<file path="config.mk">
export PLATFORM = sky130hd
export DESIGN_NAME = mhi_host_if
export DESIGN_NICKNAME = d
export VERILOG_FILES = /design/src/hdl/mhi_pkg.sv /design/src/hdl/mhi_host_if.sv
export SDC_FILE = /design/constraint.sdc
export NUM_CORES = 1
export LEC_CHECK = 0
export ABC_CLOCK_PERIOD_IN_PS = 1700
export CAP_MARGIN = 20
export CORE_UTILIZATION = 45
export DETAILED_ROUTE_END_ITERATION = 8
export DONT_BUFFER_PORTS = 1
export PLACE_DENSITY_LB_ADDON = 0.2
export SLEW_MARGIN = 20
export SYNTH_ARGS = -nofsm -noshare
export SYNTH_HDL_FRONTEND = slang
export SYNTH_SLANG_ARGS = --single-unit
export TNS_END_PERCENT = 100
</file>
<file path="constraint.sdc">
create_clock -name sys_clk -period 1.7 [get_ports sys_clk]
set_clock_uncertainty 0.2 [all_clocks]
set_input_delay 0 -clock sys_clk [delete_from_list [all_inputs] [get_ports sys_clk]]
set_output_delay 0 -clock sys_clk [all_outputs]
set_load 0.02 [all_outputs]
</file>
<file path="src/hdl/mhi_pkg.sv">
package mhi_pkg;
  // widths of the host data bus and of the sampled pin vector
  localparam int BUS_W = 8;
  localparam int PIN_W = 15;
  // positions inside the sampled pin vector
  localparam int PIN_DATA_LSB = 0;
  localparam int PIN_WRN = 8;
  localparam int PIN_RDN = 9;
  localparam int PIN_DCS = 10;
  localparam int PIN_CSH = 11;
  localparam int PIN_CSLN = 12;
  localparam int PIN_STYLE = 13;
  localparam int PIN_PS = 14;
  // serial lines ride on data bits, busy sits on the top data bit
  localparam int SER_SI = 7;
  localparam int SER_SCL = 6;
  localparam int BUSY_BIT = 7;
  // reset value: strobes idle high, chip deselected
  localparam logic [PIN_W-1:0] PIN_RST = 15'h1300;
  localparam logic [2:0] CNT_ZERO = 3'h0;
  localparam logic [2:0] CNT_ONE = 3'h1;
  localparam logic [2:0] SER_LAST = 3'h7;
  localparam logic [BUS_W-1:0] BYTE_ZERO = 8'h00;
  localparam logic [BUS_W-1:0] OE_OFF = 8'hFF;
  localparam logic [BUS_W-1:0] OE_ON = 8'h00;
endpackage : mhi_pkg

</file>
<file path="src/hdl/mhi_host_if.sv">
// Behaviour
// - strap high parallel bus, low serial input
// - serial mode never drives read data
// - style strap picks 6800 or 8080 strobes
// - select line picks memory or command/status
// - write with select low is command
// - serial data D7, clock D6, when selected
// - serial bits MSB first on rising clock
// - eighth rising edge delivers the byte
// - select low marks serial byte as command
// - select sampled at every eighth edge
// - deselect clears shift register and counter
// - deselect floats bus, ignores all strobes
// - serial mode keeps D0 to D5 floating
// - 8080 write taken at write strobe rise
// - 6800 direction high reads, low writes
// - busy on D7; busy blocks writes and read advance only
`timescale 1ns/1ps
module mhi_host_if (
  // clock and reset
  input wire logic sys_clk,
  input wire logic nrst,
  // straps
  input wire logic parSerStrap,
  input wire logic busStyleStrap,
  // host pins
  input wire logic chipSelectLowActiveN,
  input wire logic chipSelectHighActive,
  input wire logic dataCommandSelect,
  input wire logic rdStrobeN,
  input wire logic wrStrobeN,
  input wire logic [mhi_pkg::BUS_W-1:0] dataIn,
  output logic [mhi_pkg::BUS_W-1:0] dataOut,
  output logic [mhi_pkg::BUS_W-1:0] dataOeN,
  // core side
  input wire logic busyFlag,
  input wire logic [mhi_pkg::BUS_W-2:0] statusBits,
  input wire logic [mhi_pkg::BUS_W-1:0] rdHoldData,
  output logic hostWrStrobe,
  output logic hostWrIsData,
  output logic [mhi_pkg::BUS_W-1:0] hostWrByte,
  output logic hostRdAdvance
);
  import mhi_pkg::*;

  logic [PIN_W-1:0] pins;
  logic [PIN_W-1:0] sync1_q;
  logic [PIN_W-1:0] sync2_q;
  logic [PIN_W-1:0] prev_q;
  logic parMode, style6800, sel, selPrev, active;
  logic wrRise, rdRise, eFall, parWrite, parReadActive, parReadEnd;
  logic sclRise, serSel, serEdge, serLast;
  logic [BUS_W-1:0] serByte;
  logic [BUS_W-1:0] shift_q;
  logic [2:0] bitCnt_q;
  logic wrStrobe_q, wrIsData_q, rdAdvance_q;
  logic [BUS_W-1:0] wrByte_q, dOut_q, dOeN_q;

  assign pins = {parSerStrap, busStyleStrap, chipSelectLowActiveN,
                 chipSelectHighActive, dataCommandSelect, rdStrobeN,
                 wrStrobeN, dataIn};

  // two-stage synchroniser plus one history stage for edge finding
  always_ff @(posedge sys_clk) begin
    if (!nrst) begin
      sync1_q <= PIN_RST;
      sync2_q <= PIN_RST;
      prev_q <= PIN_RST;
    end else begin
      sync1_q <= pins;
      sync2_q <= sync1_q;
      prev_q <= sync2_q;
    end
  end

  // mode and select decode; edges need select in both samples so the
  // reset history cannot fake a strobe edge
  assign parMode = sync2_q[PIN_PS];
  assign style6800 = sync2_q[PIN_STYLE];
  assign sel = !sync2_q[PIN_CSLN] && sync2_q[PIN_CSH];
  assign selPrev = !prev_q[PIN_CSLN] && prev_q[PIN_CSH];
  assign active = sel && selPrev;

  // strobe edges; in 6800 style the read strobe pin is the enable
  assign wrRise = !prev_q[PIN_WRN] && sync2_q[PIN_WRN];
  assign rdRise = !prev_q[PIN_RDN] && sync2_q[PIN_RDN];
  assign eFall = prev_q[PIN_RDN] && !sync2_q[PIN_RDN];

  // write taken at /WR rise or at enable fall with direction low
  assign parWrite = parMode && active &&
    (style6800 ? (eFall && !prev_q[PIN_WRN]) : wrRise);
  // read drive window: /RD low, or enable high with direction high
  assign parReadActive = parMode && sel &&
    (style6800 ? (sync2_q[PIN_RDN] && sync2_q[PIN_WRN])
               : !sync2_q[PIN_RDN]);
  assign parReadEnd = parMode && active &&
    (style6800 ? (eFall && prev_q[PIN_WRN]) : rdRise);

  // serial clock and data live on the top two data pins
  assign serSel = !parMode && sel;
  assign sclRise = !prev_q[SER_SCL] && sync2_q[SER_SCL];
  assign serEdge = serSel && selPrev && sclRise;
  assign serLast = serEdge && (bitCnt_q == SER_LAST);
  assign serByte = {shift_q[BUS_W-2:0], sync2_q[SER_SI]};

  // shift register and bit counter, cleared whenever deselected
  always_ff @(posedge sys_clk) begin
    if (!nrst || !serSel) begin
      shift_q <= BYTE_ZERO;
      bitCnt_q <= CNT_ZERO;
    end else if (serEdge) begin
      shift_q <= serByte;
      bitCnt_q <= bitCnt_q + CNT_ONE; // wraps after the eighth bit
    end
  end

  // byte hand-off to the core; a busy core drops writes, which is why
  // the host must poll status or keep the cycle time
  always_ff @(posedge sys_clk) begin
    if (!nrst) begin
      wrStrobe_q <= 1'b0;
      wrIsData_q <= 1'b0;
      wrByte_q <= BYTE_ZERO;
    end else begin
      wrStrobe_q <= (parWrite || serLast) && !busyFlag;
      if (parWrite) begin
        wrIsData_q <= prev_q[PIN_DCS];
        wrByte_q <= prev_q[PIN_DATA_LSB +: BUS_W];
      end else if (serLast) begin
        wrIsData_q <= sync2_q[PIN_DCS];
        wrByte_q <= serByte;
      end
    end
  end

  // end of a display read steps the core's read holder; the first
  // read after an address set returns stale holder data by design
  always_ff @(posedge sys_clk) begin
    if (!nrst) begin
      rdAdvance_q <= 1'b0;
    end else begin
      rdAdvance_q <= parReadEnd && prev_q[PIN_DCS]
        && !busyFlag;
    end
  end

  // read data drive; serial mode and deselect leave all lines floating
  always_ff @(posedge sys_clk) begin
    if (!nrst) begin
      dOut_q <= BYTE_ZERO;
      dOeN_q <= OE_OFF;
    end else if (parReadActive) begin
      dOeN_q <= OE_ON;
      if (sync2_q[PIN_DCS]) begin
        dOut_q <= rdHoldData;
      end else begin
        dOut_q <= {busyFlag, statusBits};
      end
    end else begin
      dOeN_q <= OE_OFF;
      dOut_q <= BYTE_ZERO;
    end
  end

  assign dataOut = dOut_q;
  assign dataOeN = dOeN_q;
  assign hostWrStrobe = wrStrobe_q;
  assign hostWrIsData = wrIsData_q;
  assign hostWrByte = wrByte_q;
  assign hostRdAdvance = rdAdvance_q;
endmodule : mhi_host_if

</file>
==> results_dict.tcl <==
set metrics [dict create \
    synthesis.nets 273 \
    portBuffers 0 \
    critPathKind "reg -> reg" \
    first_iter_violations 59 \
    cellLeakagePower_nw 1.17 \
    peakVddDrop_mv 0.866 \
    first_global_vias 1515 \
    synth_edf_count 0 \
    grt_max_degree 57 \
    final.setup.worst_slack_ns 0.0644 \
    worstSetupStartpointType "flip-flop" \
    gr-total-overflow 0 \
    timing.critical_path.slowest_stage_cell "sky130_fd_sc_hd__dfxtp_2" \
    clock_buffer_count_from_cts 9 \
    r2r-end "hostWrByte[6]$_SDFFE_PN0P_" \
    detailedRoute.firstPassIterationCount 4 \
    startpoint "bitCnt_q[0]$_SDFFE_PP0P_" \
    gp_congestion 0.768 \
    die_span_y_um 76.0 \
    synth_warnings 0 \
    synthDominantAreaCellType "sky130_fd_sc_hd__dfxtp_1" \
    synth_seq_cells 73 \
    filler_cell_count 457 \
    clk_pin_slew_worst_paths_ns 0.07 \
    synth_top_cells_by_area "sky130_fd_sc_hd__dfxtp_1 59%, sky130_fd_sc_hd__and2_1 8.9%, sky130_fd_sc_hd__nand2_1 4.6%, sky130_fd_sc_hd__mux2i_1 3.2%, sky130_fd_sc_hd__nand2b_1 2.5%" \
    synth-seq-area-share_pct 59.2 \
    outcome "finished clean" \
    hold_class "in -> reg" \
    clock-root-buffer "sky130_fd_sc_hd__clkbuf_8" \
    design.final.nets 310 \
    max-cap-violations 0 \
    core_region_area_sq_um 5200 \
    fp.dieW_um 76.0 \
    avgViaCountPerCell 4.64 \
    cp_slowest_stage_delay_ns 0.32 \
    post-layout-total-power_mw 3.38 \
    regToRegStartpoint "bitCnt_q[0]$_SDFFE_PP0P_" \
    pre_cts_ws_ns -0.0138 \
    timing.final.crit_share_pct 96.2 \
    drive_gt1_share_pct 13.9 \
    critical_path.endpoint_type "flip-flop" \
    most_frequent_standard_cell_in_the_layout_excluding_fill_and_tap_cells "sky130_fd_sc_hd__dfxtp_1" \
    multiInputGateArea_sq_um 896 \
    antenna-diode-count 0 \
    setup_repair_after_global_routing_missed_its_margin "true" \
    clock_sinks 73 \
    cts_buffer_depth 2 \
    syn_inst 238 \
    tritoncts "yes" \
    reg2regPathDepth 6 \
    design.die.area_sq_um 5780 \
    yosys.area.top_type_share_pct 59.2 \
    drc 0 \
    via_total_after_detailed_routing 1623 \
    power-per-cell-area_nw_per_um2 1080 \
    maxSlewViolCount 0 \
    critPathMostFrequentCell "sky130_fd_sc_hd__ha_1" \
    dpl.cell_count 299 \
    finalHoldViolations 0 \
    max_freq_mhz 611 \
    critPathMaxFanout 6 \
    initial_core_util_pct 47.4 \
    placement_rows 26 \
    ys_types 33 \
    final_core_utilization_pct 59.9 \
    synth_ff_type "sky130_fd_sc_hd__dfxtp_1" \
    required_ns 1.72 \
    worst-slew-pin-transition_ns 0.542 \
    critical_path.top_delay_family "adder cells" \
    layout.cells.non_filler 350 \
    worstPathArrival_ns 1.65 \
    num_io_pins 60 \
    grt_first_pass_wirelength_um 7050 \
    avg_synthesized_cell_area_sq_um 10.4 \
    place.detailed.hpwl_um 2440 \
    drt-total-wl_um 4150 \
    grt_antenna_before_repair 0 \
    synth-async-reset-ratio_pct 0 \
    timing.reg2reg.setup_slack_ns 0.06 \
    cp.depth 6 \
    slew_headroom_pct 63.8 \
    setup_viol 0 \
    min_period_ns 1.64 \
    final_cell_mix "70 x sky130_fd_sc_hd__dfxtp_1, 34 x sky130_fd_sc_hd__and2_1, 32 x sky130_fd_sc_hd__dlygate4sd3_1" \
    critical_path_cell_by_cell "ha_1 > ha_1 > and4bb_1 > and2_4 > o2bb2a_2 > a21boi_2" \
    clkLatencyLatePin_ns 0.32 \
    track_usage_pct 15.8 \
    worst_setup_path_endpoint "hostWrByte[6]$_SDFFE_PN0P_" \
    htree_num_levels 3 \
    worst-path-buf-inv 0 \
    layout.area.seq_sq_um 1470 \
    wl_per_cell_um 11.9 \
    netlist_area_before_placement_sq_um 2470 \
    area_growth_syn_to_layout_pct 26.3 \
    drtAntennaViolNets 0 \
]
through the flow:
step                      hold slack, ns  area (sq um)  setup TNS [ns]
after floorplan                  -0.0985          2470               0
after global routing              0.0895          3120         -0.0611
after CTS                         0.0894          3090               0
final                              0.102          3120               0
after global placement            -0.122          2520               0
after detailed placement          -0.120          2520         -0.0571
final cells by class:
| class | instances | share of cell area [%] |
|---|---|---|
| clock buffers | 10 | 4.42 |
| clock inverters | 6 | 2.93 |
| inverters | 3 | 0.361 |
| multi-input cells | 145 | 28.7 |
| flip-flops and latches | 73 | 47.0 |
| well taps | 70 | 2.81 |
| repair buffers | 43 | 13.7 |
registers in the layout, summed over array words and instances (netlist names):
signal	flops
hostRdAdvance	1
shift_q	7
hostWrStrobe	1
bitCnt_q	3
dataOeN	1
dataOut	8
hostWrIsData	1
hostWrByte	8
prev_q	13
sync1_q	15
sync2_q	15
metal layers:
layer	up-vias	track usage (%)	part of all wire, %	wire length [um]
li1	849	-	-	-
met1	730	18.5	47	1930
met2	40	26.8	49	2020
met3	4	4.31	3.9	161
met4	0	7.50	0.92	38
met5	-	0	0	0
how the worst min path moves through the flow:
stage / slack (ns) / cells after the start / start / endpoint
2_1_floorplan: -0.1 / 1 / chipSelectLowActiveN / sync1_q[12]$_SDFF_PN1_
3_3_place_gp: -0.12 / 1 / nrst / sync1_q[9]$_SDFF_PN1_
3_5_place_dp: -0.12 / 1 / nrst / sync1_q[9]$_SDFF_PN1_
4_1_cts: 0.09 / 2 / wrStrobeN / sync1_q[8]$_SDFF_PN1_
5_1_grt: 0.09 / 2 / wrStrobeN / sync1_q[8]$_SDFF_PN1_
6_report: 0.10 / 2 / rdStrobeN / sync1_q[9]$_SDFF_PN1_
power breakdown:
part           switching (mW)  total [mW]  internal [mW]
combinational          0.0446       0.136         0.0909
clock                   0.604        1.48          0.871
sequential             0.0180        1.77           1.75
total                   0.667        3.38           2.71
cell families (layout without fill, tap and decap cells):
family / count (synthesis) / count (layout) / synth area share (%)
AOI/OAI and AO/OA: 31 / 31 / 8.16
xor gates and xnor gates: 1 / 1 / 0.355
adders and majority gates: 2 / 2 / 1.01
buffers and inverters: 20 / 62 / 4.77
DFF: 73 / 73 / 59.2
muxes: 8 / 8 / 3.25
and+or+nand+nor: 103 / 103 / 23.2
cell usage after synthesis, types with 2 or more instances:
master / n
sky130_fd_sc_hd__a21boi_1: 3
sky130_fd_sc_hd__a21oi_1: 11
sky130_fd_sc_hd__a31oi_1: 6
sky130_fd_sc_hd__and2_1: 35
sky130_fd_sc_hd__and4bb_2: 2
sky130_fd_sc_hd__buf_4: 7
sky130_fd_sc_hd__buf_6: 2
sky130_fd_sc_hd__clkbuf_1: 6
sky130_fd_sc_hd__dfxtp_1: 73
sky130_fd_sc_hd__ha_1: 2
sky130_fd_sc_hd__inv_1: 3
sky130_fd_sc_hd__mux2i_1: 8
sky130_fd_sc_hd__nand2_1: 30
sky130_fd_sc_hd__nand2b_1: 10
sky130_fd_sc_hd__nand3_1: 4
sky130_fd_sc_hd__nand4_1: 2
sky130_fd_sc_hd__nor2_1: 11
sky130_fd_sc_hd__o21ai_0: 4
sky130_fd_sc_hd__o21ai_1: 3
sky130_fd_sc_hd__o2bb2a_1: 3
worst reg2reg max path, stage by stage, from the launching register on:
cell and delay (ns):
sky130_fd_sc_hd__dfxtp_2 0.32, sky130_fd_sc_hd__ha_1 0.19, sky130_fd_sc_hd__ha_1 0.17, sky130_fd_sc_hd__and4bb_1 0.20, sky130_fd_sc_hd__and2_4 0.16, sky130_fd_sc_hd__o2bb2a_2 0.24
sky130_fd_sc_hd__a21boi_2 0.04
timing repair:
action / CTS / global route
endpoints found under the hold margin: 73 / 0
setup endpoints to repair: 4 / 9
buffers inserted: 0 / 2
pin swaps: 0 / 5
resized for setup: 2 / 4
hold buffers: 33 / 0
Note: power is estimated with default switching activity, not from simulation.
